## src/rtl/uar_pkg.sv

```systemverilog
// Shared constants and types of the asynchronous receive recovery block
`default_nettype none
package uar_pkg;
  // Samples per bit period
  localparam logic [4:0] SAMPLES_NORMAL    = 5'h10;
  localparam logic [4:0] SAMPLES_DOUBLE    = 5'h08;
  // First voting sample; the middle and last follow it directly
  localparam logic [4:0] VOTE_FIRST_NORMAL = 5'h08;
  localparam logic [4:0] VOTE_FIRST_DOUBLE = 5'h04;
  localparam logic [4:0] VOTE_SPAN         = 5'h02;
  // Extra sample held in double speed before a new start is searched for
  localparam logic [4:0] REARM_DELAY       = 5'h01;
  // Frame length limits, data plus parity
  localparam logic [3:0] FRAME_BITS_MIN    = 4'h5;
  localparam logic [3:0] FRAME_BITS_MAX    = 4'ha;
  localparam int unsigned FIFO_DEPTH       = 16;
  localparam int unsigned CLOCK_HZ         = 100_000_000;
  localparam int unsigned DIVISOR_WIDTH    = 16;

  // Recovery phases
  typedef enum logic [3:0] {
    UAR_IDLE  = 4'b0001,
    UAR_START = 4'b0010,
    UAR_DATA  = 4'b0100,
    UAR_STOP  = 4'b1000
  } uar_phase_t;

  // One received frame as stored in the buffer
  typedef struct packed {
    logic [9:0] data;
    logic       stop_bit_error_flag;
  } uar_frame_t;

  // Whole state of the recovery logic
  typedef struct packed {
    logic                     sync_a;
    logic                     sync_b;
    logic [DIVISOR_WIDTH-1:0] div;
    logic                     tick;
    logic                     prev;
    uar_phase_t               phase;
    logic [4:0]               samp;
    logic [2:0]               votes;
    logic [3:0]               bitn;
    logic [9:0]               data;
    logic                     stop_bit_error_flag;
    logic                     wr;
    logic                     overrun;
    logic                     pin_owned;
  } uar_rx_state_t;

  localparam uar_rx_state_t RX_STATE_RESET = '{
    sync_a: 1'b1, sync_b: 1'b1, div: 16'h0000, tick: 1'b0, prev: 1'b1,
    phase: UAR_IDLE, samp: 5'h00, votes: 3'h0, bitn: 4'h0, data: 10'h000,
    stop_bit_error_flag: 1'b0, wr: 1'b0, overrun: 1'b0, pin_owned: 1'b0
  };
endpackage
`default_nettype wire

```

## src/rtl/uar_rx.sv

```systemverilog
// Receive clock and data recovery with its frame buffer
//
// Behaviour
// - Sixteen samples per bit, eight in double speed
// - Falling idle edge starts; first low is sample one
// - Start vote samples 8-10, double speed 4-6
// - Two high start votes reject it as noise
// - Valid start realigns bit timing every frame
// - Per-bit sample machine, sixteen or eight states
// - Sample index equals recovery state number
// - Each bit is majority of three centre samples
// - Vote first/middle samples 8/9, double 4/5
// - Recover bits through first stop; ignore others
// - Low first stop bit sets stop error flag
// - Normal rearms after last vote; double later
// - Frames of five to ten data-plus-parity bits
// - Rate error split equally between both ends
// - Disable stops at once, drops frame, frees pin
`default_nettype none

// Frame buffer with valid and ready on both sides
module uar_fifo #(
  parameter int unsigned WIDTH = 11,
  parameter int unsigned DEPTH = 16
) (
  input  wire logic             clock,     // System clock
  input  wire logic             rst_n,     // Synchronous reset, active low
  input  wire logic             flush,     // Empties the buffer
  input  wire logic             in_valid,  // Write request
  output logic                  in_ready,  // Room for one more word
  input  wire logic [WIDTH-1:0] in_data,   // Word to store
  output logic                  out_valid, // Oldest word present
  input  wire logic             out_ready, // Reader takes the word
  output logic      [WIDTH-1:0] out_data   // Oldest word
);
  localparam int unsigned AW = $clog2(DEPTH);

  typedef struct packed {
    logic [AW:0] wp;
    logic [AW:0] rp;
  } uar_fifo_state_t;

  uar_fifo_state_t  s;
  uar_fifo_state_t  next_s;
  logic [WIDTH-1:0] mem [DEPTH];
  logic             do_wr;
  logic             do_rd;

  // Pointers carry an extra wrap bit so that full and empty differ
  if (DEPTH < 2 || (DEPTH & (DEPTH - 1)) != 0 || WIDTH < 1) begin : g_bad_param
    $error("uar_fifo needs a power-of-two depth of at least two");
  end

  // Handshake terms, combinational
  assign in_ready  = (s.wp ^ s.rp) != {1'b1, {AW{1'b0}}};
  assign out_valid = s.wp != s.rp;
  assign do_wr     = in_valid && in_ready;
  assign do_rd     = out_valid && out_ready;
  assign out_data  = mem[s.rp[AW-1:0]];

  // Pointer update; flush wins over any transfer
  always_comb begin
    next_s = s;
    if (flush) begin
      next_s.wp = '0;
      next_s.rp = '0;
    end else begin
      if (do_wr) begin
        next_s.wp = s.wp + 1'b1;
      end
      if (do_rd) begin
        next_s.rp = s.rp + 1'b1;
      end
    end
  end

  // Storage is not reset; only the pointers decide what is valid
  always_ff @(posedge clock) begin
    if (do_wr && !flush) begin
      mem[s.wp[AW-1:0]] <= in_data;
    end
  end

  // State register
  always_ff @(posedge clock) begin
    if (!rst_n) begin
      s <= '0;
    end else begin
      s <= next_s;
    end
  end
endmodule

// Asynchronous receive recovery top level
module uar_rx #(
  parameter int unsigned DEPTH = uar_pkg::FIFO_DEPTH
) (
  input  wire logic                              clock,               // 100 MHz clock
  input  wire logic                              rst_n,               // Sync reset, active low
  input  wire logic                              serial_rx_line,      // Receive pin level
  input  wire logic                              receiver_enable_bit, // Receiver on
  input  wire logic                              double_speed_select, // Eight samples per bit
  input  wire logic [uar_pkg::DIVISOR_WIDTH-1:0] baud_divisor,        // Sample period minus one
  input  wire logic [3:0]                        frame_bits,          // Data plus parity, 5 to 10
  output logic                                   frame_valid,         // Buffered frame present
  input  wire logic                              frame_ready,         // Reader takes frame
  output uar_pkg::uar_frame_t                    frame,               // Oldest buffered frame
  output logic                                   frame_overrun,       // Frame lost, buffer full
  output logic                                   rx_pin_claim         // Receiver owns the pin
);
  uar_pkg::uar_rx_state_t s;
  uar_pkg::uar_rx_state_t n;
  uar_pkg::uar_frame_t    fifo_in;
  logic                   fifo_in_ready;
  logic [4:0]             spb;
  logic [4:0]             vfirst;
  logic [4:0]             vlast;
  logic [4:0]             nsamp;
  logic                   in_window;
  logic                   vote_end;
  logic                   vote_maj;
  logic [3:0]             len;

  // Majority of three samples
  function automatic logic maj3(input logic [2:0] v);
    maj3 = (v[0] & v[1]) | (v[0] & v[2]) | (v[1] & v[2]);
  endfunction

  // Out-of-range lengths are clamped rather than left to wander
  function automatic logic [3:0] clamp_len(input logic [3:0] b);
    if (b < uar_pkg::FRAME_BITS_MIN) begin
      clamp_len = uar_pkg::FRAME_BITS_MIN;
    end else if (b > uar_pkg::FRAME_BITS_MAX) begin
      clamp_len = uar_pkg::FRAME_BITS_MAX;
    end else begin
      clamp_len = b;
    end
  endfunction

  if (DEPTH < 2) begin : g_bad_depth
    $error("uar_rx needs a buffer depth of at least two");
  end

  // Mode dependent sample geometry; the vote sits centred so that the
  // rate error budget splits evenly between sender and receiver
  assign spb       = double_speed_select ? uar_pkg::SAMPLES_DOUBLE
                                         : uar_pkg::SAMPLES_NORMAL;
  assign vfirst    = double_speed_select ? uar_pkg::VOTE_FIRST_DOUBLE
                                         : uar_pkg::VOTE_FIRST_NORMAL;
  assign vlast     = 5'(vfirst + uar_pkg::VOTE_SPAN);
  assign nsamp     = 5'(s.samp + 5'h01);
  assign in_window = (nsamp >= vfirst) && (nsamp <= vlast);
  assign vote_end  = s.tick && (s.phase != uar_pkg::UAR_IDLE) && (nsamp == vlast);
  assign vote_maj  = maj3({s.votes[1:0], s.sync_b});
  assign len       = clamp_len(frame_bits);

  // Next state of the whole recovery path
  always_comb begin
    n           = s;
    n.sync_a    = serial_rx_line;
    n.sync_b    = s.sync_a;
    n.tick      = 1'b0;
    n.wr        = 1'b0;
    n.overrun   = 1'b0;
    n.pin_owned = receiver_enable_bit;
    if (!receiver_enable_bit) begin
      // Immediate stop: the frame in flight is thrown away
      n.div   = '0;
      n.phase = uar_pkg::UAR_IDLE;
      n.prev  = 1'b1;
      n.samp  = 5'h00;
      n.votes = 3'h0;
      n.bitn  = 4'h0;
    end else begin
      // Sample tick divider, reloaded with the divisor
      if (s.div == '0) begin
        n.div  = baud_divisor;
        n.tick = 1'b1;
      end else begin
        n.div = s.div - 1'b1;
      end
      if (s.tick) begin
        n.prev = s.sync_b;
        n.samp = nsamp;
        if (in_window) begin
          n.votes = {s.votes[1:0], s.sync_b};
        end
        unique case (s.phase)
          uar_pkg::UAR_IDLE: begin
            n.samp = 5'h00;
            if (s.prev && !s.sync_b) begin
              n.phase = uar_pkg::UAR_START;
              n.samp  = 5'h01;
              n.bitn  = 4'h0;
              n.data  = 10'h000;
            end
          end
          uar_pkg::UAR_START: begin
            if (vote_end && vote_maj) begin
              n.phase = uar_pkg::UAR_IDLE;
              n.samp  = 5'h00;
            end else if (nsamp == spb) begin
              // Bit timing now follows this start bit
              n.phase = uar_pkg::UAR_DATA;
              n.samp  = 5'h00;
            end
          end
          uar_pkg::UAR_DATA: begin
            if (vote_end) begin
              n.data[s.bitn] = vote_maj;
            end
            if (nsamp == spb) begin
              n.samp = 5'h00;
              if (s.bitn == 4'(len - 4'h1)) begin
                n.phase = uar_pkg::UAR_STOP;
              end else begin
                n.bitn = 4'(s.bitn + 4'h1);
              end
            end
          end
          uar_pkg::UAR_STOP: begin
            if (vote_end) begin
              n.stop_bit_error_flag = !vote_maj;
              n.wr                  = fifo_in_ready;
              n.overrun             = !fifo_in_ready;
              if (!double_speed_select) begin
                n.phase = uar_pkg::UAR_IDLE;
                n.samp  = 5'h00;
              end
            end else if (nsamp == 5'(vlast + uar_pkg::REARM_DELAY)) begin
              // Later stop bits are never looked at
              n.phase = uar_pkg::UAR_IDLE;
              n.samp  = 5'h00;
            end
          end
        endcase
      end
    end
  end

  // State register; reset lands in idle line search
  always_ff @(posedge clock) begin
    if (!rst_n) begin
      s <= uar_pkg::RX_STATE_RESET;
    end else begin
      s <= n;
    end
  end

  assign fifo_in.data                = s.data;
  assign fifo_in.stop_bit_error_flag = s.stop_bit_error_flag;
  assign frame_overrun               = s.overrun;
  assign rx_pin_claim                = s.pin_owned;

  // Buffer between recovery and reader; disabling flushes it
  uar_fifo #(
    .WIDTH ($bits(uar_pkg::uar_frame_t)),
    .DEPTH (DEPTH)
  ) u_fifo (
    .clock     (clock),
    .rst_n     (rst_n),
    .flush     (!receiver_enable_bit),
    .in_valid  (s.wr),
    .in_ready  (fifo_in_ready),
    .in_data   (fifo_in),
    .out_valid (frame_valid),
    .out_ready (frame_ready),
    .out_data  (frame)
  );
endmodule
`default_nettype wire

```

## config.mk

```make
export PLATFORM = sky130hd
export DESIGN_NAME = uar_rx
export DESIGN_NICKNAME = d
export VERILOG_FILES = /design/src/rtl/uar_pkg.sv /design/src/rtl/uar_rx.sv
export SDC_FILE = /design/constraint.sdc
export NUM_CORES = 1
export LEC_CHECK = 0
export BUFFER_PORTS_ARGS = -buffer_cell sky130_fd_sc_hd__buf_2
export CAP_MARGIN = 20
export CELL_PAD_IN_SITES_DETAIL_PLACEMENT = 1
export CELL_PAD_IN_SITES_GLOBAL_PLACEMENT = 1
export CORE_MARGIN = 2
export CORE_UTILIZATION = 55
export CTS_BUF_LIST = sky130_fd_sc_hd__clkbuf_16
export DETAILED_ROUTE_END_ITERATION = 16
export PLACE_DENSITY_LB_ADDON = 0.1
export SLEW_MARGIN = 30
export SYNTH_ARGS = -nofsm -noshare
export SYNTH_HDL_FRONTEND = slang
export SYNTH_SLANG_ARGS = --single-unit
export TNS_END_PERCENT = 5
```

## constraint.sdc

```tcl
create_clock -name clock -period 6.1 [get_ports clock]
set_clock_uncertainty 0.2 [all_clocks]
set_input_delay 0.61 -clock clock [delete_from_list [all_inputs] [get_ports clock]]
set_output_delay 0.61 -clock clock [all_outputs]
set_load 0.02 [all_outputs]
```

### Word level (Yosys, flattened, before mapping)

Memories as Yosys holds them, arrays and structs flattened. A register that Yosys moved wholly into a read port is not among the register bits.
Cells that the tools add are included.

* register bits after elaboration: 59
* RAM bits: 176
* memories kept: 1

* add/sub/neg operators: 8
* $lt $le $gt $ge: 6
* equality and inequality tests: 19
* multiplexer cells: 27
* bitwise logic cells: 6
* reductions and logical operators: 21

Memory list
* u_fifo.mem: words 16, bits a word 11, rd ports 1, clocked after memory_dff 1, wr ports 1, line uar_rx.sv:45 `logic [WIDTH-1:0] mem [DEPTH];`

Operators with widths (count)
* two-way mux 9 bit: 7
* case mux 9 bit (4 select lines): 1
* two-way mux 4 bit: 8
* case mux 14 bit (2 select lines): 1
* adder 5 x 1 -> 5 bit (second input constant): 4
* logical NOT 16 bit: 1
* two-way mux 16 bit: 1
* subtractor 16 x 1 -> 16 bit (second input constant): 1
* equality test 5 bit: 3
* AND reduction 5 bit: 3
* two-way mux 14 bit: 1
* bitwise mux 10 bit: 1
* two-way mux 10 bit: 1
* inequality test 2 bit (second input constant): 5
* logical AND 1 bit: 9
* inequality test 3 bit (second input constant): 3
* AND reduction 7 bit: 1
* adder 4 x 2 -> 5 bit (second input constant): 1
* >= comparator 5 x 4 -> 1 bit: 1
* less-or-equal comparator 5 bit: 1
* less-than comparator 4 x 5 -> 1 bit (second input constant): 1
* two-way mux 5 bit: 1
* inequality test 5 bit: 1
* inequality test 5 bit (second input constant): 1
* 20 further kinds: 29

### Depth between registers and ports, before layout

Gate-level depths: netlist (run 1).

* word-level depth: 8
* depth in mapped cells: 10

### Modules after synthesis

A second synthesis (run 1) with hierarchy kept.

* cells, all modules: 704
* area total of the unflattened synthesis: 10597.7 um2

By module, submodules not included
* uar_fifo: times used 1, cells an instance 352, area each 7654.8 um2, sequential area each 5565.3 um2
* uar_rx: times used 1, cells an instance 352, area each 2942.8 um2, sequential area each 980.9 um2

### Least setup slack after synthesis (run 1)

OpenSTA, ideal clock, no wires.

* path type: register -> output
* from: reg with a tool-made name
* to: out frame[0] (netlist bit)
* arrival: 2012 ps
* slack: 3278 ps
* cell stages (with the launch flop): 5
* buffers on the path: 2
* path through: dfxtp_1 > clkbuf_1 > buf_2 > mux4_2 > mux4_2

RTL lines
* end: declaration: line uar_rx.sv:107 `output uar_pkg::uar_frame_t frame,`

==> impl_metrics.ini, run 1 <==
[run_status]
status = complete, no violations

[route]
vias = 6011
final_antenna_net_count = 0
wl_per_cell_um = 24.4
finalWirelength_mm = 23.7
viasPerCell = 6.18
drtIter0Drc = 409
drc = 0
firstDrtPassIters = 4

[placed_design]
gp_congestion = 0.847
placedCellCount = 926
dp_hpwl_mm = 15.6
numPortBuffers = 39

[pwr]
power_density_nw_per_um2 = 319
leakage_nw = 4.35
peakVddDrop_mv = 0.256
p_total_w = 0.00364

[layout]
syn_to_final_growth_pct = 12.6
final_layout_size_suffix_gt1_frac = 0.229
fill_cells = 1716
regArea_um2 = 6550
fin_util = 0.634
final_cells = 972
multi_input_area_um2 = 3430
n_antenna_cell = 0
nets = 769

[yosys]
synth_seq_cells = 239
synthArstFlopShare = 0
synth_top_area_share = 0.521
syn-instance-count = 677
ys_seq_area_frac = 0.645
yosys_warnings = 0
ys_types = 57
syn_area_um2 = 10200
synth_ff_type = edfxtp_1
synth_fp_nets = 722
avgSynthCellArea_um2 = 15.0
synth_commonest_cells = 176 x edfxtp_1, 71 x nor2_1, 63 x dfxtp_1
post_synth_main_area_contributors = edfxtp_1 52%, dfxtp_1 12%, mux4_2 12%
yosysTopAreaCell = edfxtp_1
synth-edff-count = 176
synth_most_common_cell = edfxtp_1

[sta]
period_share = 0.638
drv_slew = 0
min_period_ns = 3.89
final-setup-viol-count = 0
rsz0062_at_grt = false
tns_ns = 0
hold_viol = 0
tightest_slew_ns = 0.949
max-slew-margin-rel = 0.366
fmax_mhz = 257
whs_ns = 0.0736

[worst_setup_path]
critPathSlowestCell = dfxtp_2
critical-path-top-delay-family = multiplexers
crit_buf_inv = 2
cp.arrival_ns = 3.08
crit_type = reg -> out
worstSetupStartpointType = flop
cp-end-kind = primary output
worstPathCellList = buf_4 > mux4_2 > mux4_2 > buf_2
cp_common_cell = mux4_2
critPathMaxStageDelay_ns = 0.68
required_ns = 5.29
cp_max_fo = 30

[job]
maxCapViolCount = 0

[cts]
cts.sinks = 239
ctsLongestPathBuffers = 3
cts_buffers = 25
cts-root-buf = clkbuf_16
h-tree-depth = 1
cts_resized = 0
post_cts_buffers = 0
postCtsHoldBufs = 0
path_clk_slew_ns = 0.06
cts_tree = built
clk_latency_ns = 0.52

[global_routing]
antenna_found_initial = 0
grtUsageTotal = 0.247
first_global_vias = 6454
grt_start_max_net_pins = 45
grt_pass1_wl_mm = 36.7
gr-total-overflow = 0

[floorplanning]
coreArea_um2 = 18000
core.rowCount = 49
design.die.area_um2 = 19600
io_pins = 40
start_util = 0.563
die_y_um = 140
die_x_um = 140

[hold_path]
hp-class = in -> reg
==> area by class of cell <==
| cell class | count | share of cell area |
|---|---|---|
| Sequential cell | 239 | 0.573 |
| Clock buffer | 25 | 0.0547 |
| Tap cell | 229 | 0.0251 |
| Timing Repair Buffer | 53 | 0.0263 |
| Inverter | 13 | 0.00427 |
| Multi-Input combinational cell | 392 | 0.300 |
| Clock inverter | 21 | 0.0164 |
==> per-stage QoR <==
step                      area, um2  worst slack [ns]
after floorplan               10200              3.28
after global placement        10600              2.69
after detailed placement      10600              2.68
after CTS                     11400              2.13
after global routing          11400              1.98
final                         11400              2.21
==> layer usage <==
metal	vias up	global-route usage	wire length, um
met5	-	0	0
met4	0	0.0800	660
met3	55	0.0416	1240
met2	155	0.421	11900
met1	3100	0.327	9930
li1	2701	-	-
==> worst reg2reg max path, delay by kind of cell (launching register included) <==
kind | cells | cell delay, ns
AOI/OAI and AO/OA | 1 | 0.61
buffers and inverters | 1 | 0.34
DFF | 1 | 0.46
and+or+nand+nor | 3 | 1.23
xor gates and xnor gates | 1 | 0.19
==> power breakdown <==
group          total, W  internal [W]  leakage (nW)  switching, W
Sequential      0.00180       0.00176          2.56     0.0000456
Clock           0.00149      0.000875         0.408      0.000617
Combinational  0.000348      0.000143          1.38      0.000205
Total           0.00364       0.00278          4.35      0.000867
==> placed cells by master, fill, tap and decap left out, types with 3 or more instances in the layout <==
cell type | Yosys | layout
clkbuf_16 | 0 | 25
o31ai_1 | 3 | 3
ha_1 | 19 | 19
nand2b_1 | 6 | 6
o21ai_0 | 16 | 16
nor2_2 | 0 | 6
a21boi_0 | 4 | 4
nor4b_1 | 3 | 3
clkinvlp_4 | 0 | 3
clkinv_2 | 0 | 3
nand4_1 | 5 | 5
or4_1 | 3 | 3
mux4_2 | 55 | 55
buf_2 | 9 | 39
a31oi_1 | 4 | 3
bufinv_16 | 0 | 3
nor2b_1 | 7 | 7
nor3_1 | 3 | 3
o2bb2ai_1 | 8 | 8
mux2i_1 | 8 | 8
xor2_1 | 21 | 21
nor2_1 | 71 | 65
edfxtp_1 | 176 | 176
inv_1 | 13 | 18
a211oi_1 | 14 | 14
nand2_1 | 39 | 39
nand3b_1 | 3 | 3
or3_1 | 4 | 4
nor4_1 | 5 | 5
a21oi_1 | 22 | 22
clkinv_1 | 0 | 4
a31o_2 | 5 | 5
dfxtp_1 | 63 | 60
and3_1 | 7 | 7
xnor2_1 | 12 | 12
nand3_1 | 14 | 14
buf_4 | 0 | 14
==> registers in the layout, indices dropped and copies added (netlist names), named ones only <==
signal	count
s	35
rx_pin_claim	1
u_fifo.s	10
n	1
frame_overrun	1
fifo_in	11
u_fifo.mem	176
==> final timing paths <==
check,from,endpoint,slack (ns),cells past startpoint
min reg2reg,n[48],s[48],0.21,1
max reg2reg,u_fifo.s[5],u_fifo.mem[4][9],2.76,6
max,flop,frame[1],2.21,4
min,serial_rx_line,n[48],0.07,2
==> cells by family after synthesis <==
kind of cell             count (synthesis)  synth area share
flip-flops                             239             0.645
AND/OR/NAND/NOR                        182            0.0885
AO/OA/AOI/OAI                           93            0.0631
multiplexers                            64             0.131
buffers and inverters                   46            0.0196
XOR/XNOR                                33            0.0285
adder cells (fa/ha/maj)                 20            0.0244
(Power assumes the default switching activity.)
==> inputs of run 2 (changes only) <==
--- a/config.mk
+++ b/config.mk
@@ -10,7 +10,7 @@
 export CELL_PAD_IN_SITES_DETAIL_PLACEMENT = 1
 export CELL_PAD_IN_SITES_GLOBAL_PLACEMENT = 1
 export CORE_MARGIN = 2
-export CORE_UTILIZATION = 55
+export CORE_UTILIZATION = 47
 export CTS_BUF_LIST = sky130_fd_sc_hd__clkbuf_16
 export DETAILED_ROUTE_END_ITERATION = 16
 export PLACE_DENSITY_LB_ADDON = 0.1
==> constraint.sdc (replaced) <==
create_clock -name clock -period 3.4 [get_ports clock]
set_clock_uncertainty 0.2 [all_clocks]
set_input_delay 0.34 -clock clock [delete_from_list [all_inputs] [get_ports clock]]
set_output_delay 0.34 -clock clock [all_outputs]
set_load 0.02 [all_outputs]
==> run 2 against run 1 <==
Against the previous run:
- register-to-register slack got worse by 2.3 ns
- global-route usage is 2.6 points lower
- worst setup slack worse by 2.0 ns
- cell area rose by 3.4%
- non-clock buffer count is 34 higher
- via count shrank 0.12%
- sequential power is 79% higher
- first-iteration DRC count shrank 17%
- critical path depth stayed put
- combinational power is 95% higher
- clock-buffer cell count rose by 1
- die area rose by 17%
- critical endpoint is now frame[9]
- largest cell class unchanged
- highest routed layer unchanged
==> impl_metrics.ini, run 2 (synthesis gave the netlist of run 1 again) <==
[layout]
final_layout_size_suffix_gt1_frac = 0.227
final_cells = 1054
nets = 804
largest_reg_flops = 176
n_antenna_cell = 0
fin_util = 0.560
syn_to_final_growth_pct = 16.4
layout_common_cells = 176 x edfxtp_1, 71 x nor2_1, 61 x dfxtp_1
final_common_cell = edfxtp_1

[sta]
max-slew-margin-rel = 0.498
min_period_ns = 3.17
fmax_mhz = 315
rsz0062_at_grt = false
tns_ns = 0
whs_ns = 0.136
period_share = 0.933
hold_viol = 0
final-setup-viol-count = 0
drv_slew = 0
tightest_slew_ns = 0.752

[cts]
post_cts_buffers = 0
cts.sinks = 239
ctsLongestPathBuffers = 3
h-tree-depth = 1
clk_latency_ns = 0.53
cts_buffers = 26
path_clk_slew_ns = 0.06
cts-root-buf = clkbuf_16
cts_tree = built

[floorplanning]
io_pins = 40
design.die.area_um2 = 22800
die_y_um = 151
die_x_um = 151
core.rowCount = 53
coreArea_um2 = 21100
start_util = 0.481

[placed_design]
numPortBuffers = 39
gp_congestion = 0.870
dp_hpwl_mm = 15.5
placedCellCount = 987

[route]
firstDrtPassIters = 4
drc = 0
final_antenna_net_count = 0
wl_per_cell_um = 22.8
finalWirelength_mm = 24.1
drtIter0Drc = 340
vias = 6004
viasPerCell = 5.70

[global_routing]
antenna_found_initial = 0
first_global_vias = 6403
grt_start_max_net_pins = 45
grtUsageTotal = 0.221
gr-total-overflow = 0
grt_pass1_wl_mm = 37.6

[worst_setup_path]
cp_max_fo = 11
rrSetupSlack_ns = 0.42
crit_type = reg -> out
cp.arrival_ns = 2.63
cp-end-kind = primary output
required_ns = 2.86
worstSetupStartpointType = flop

[hold_path]
hp-class = in -> reg

[pwr]
leakage_nw = 4.53
power_density_nw_per_um2 = 556
peakVddDrop_mv = 0.525

[run_status]
status = complete, no violations

[job]
maxCapViolCount = 0
## run 2: cell types whose count changed in the layout (fill, tap and decap cells not counted), moves of 2 or more
cell | before | now
buf_12 | 0 | 4
dlygate4sd3_1 | 0 | 19
buf_4 | 14 | 25
inv_1 | 18 | 20
clkinv_4 | 2 | 0
clkinvlp_4 | 3 | 1
nor2_2 | 6 | 0
nor2_1 | 65 | 71
## run 2: path summary, 6_finish.rpt
check                                  end  cells past startpoint                start
worst max register to register       s[29]                      9                s[22]
worst min register to register       s[48]                      1                n[48]
worst min-delay path            fifo_in[0]                      4  receiver_enable_bit
worst max-delay path              frame[9]                      4                 flop
## run 2: area by class of cell
| cell class | count | area [um2] |
|---|---|---|
| Tap cell | 275 | 344 |
| Inverter | 13 | 48.8 |
| Fill cell | 2044 | 9270 |
| Timing Repair Buffer | 87 | 653 |
| Multi-Input combinational cell | 392 | 3410 |
| Clock buffer | 26 | 651 |
| Sequential cell | 239 | 6550 |
| Clock inverter | 22 | 168 |
## run 2: routing by layer
metal / track usage / wire, um
met1: 0.301 / 10300
met4: 0.0607 / 483
met2: 0.372 / 12100
met3: 0.0340 / 1180
met5: 0 / 0
## run 2: metrics by stage
step	area (um2)	total power [W]	setup WS, ns
2_1_floorplan	10200	0.00378	0.660
4_1_cts	11800	0.00665	0.164
3_3_place_gp	10800	0.00391	0.583
5_1_grt	11800	0.00685	0.112
6_report	11800	0.00657	0.228
3_5_place_dp	10800	0.00394	0.432
## run 2: worst max-delay path, stage by stage (launching register included)
cell	delay, ns
dfxtp_2	0.62
buf_4	0.25
mux4_2	0.53
mux4_2	0.51
buf_2	0.19
## run 2: power breakdown
part / switching, W / internal (W)
sequential: 0.0000607 / 0.00315
clock: 0.00113 / 0.00155
combinational: 0.000404 / 0.000276
total: 0.00159 / 0.00498
## run 2: what timing repair did
item	CTS	global route
gates resized for setup	0	0
hold buffers	19	0
hold endpoints to repair	18	0
endpoints found under the setup margin	0	0
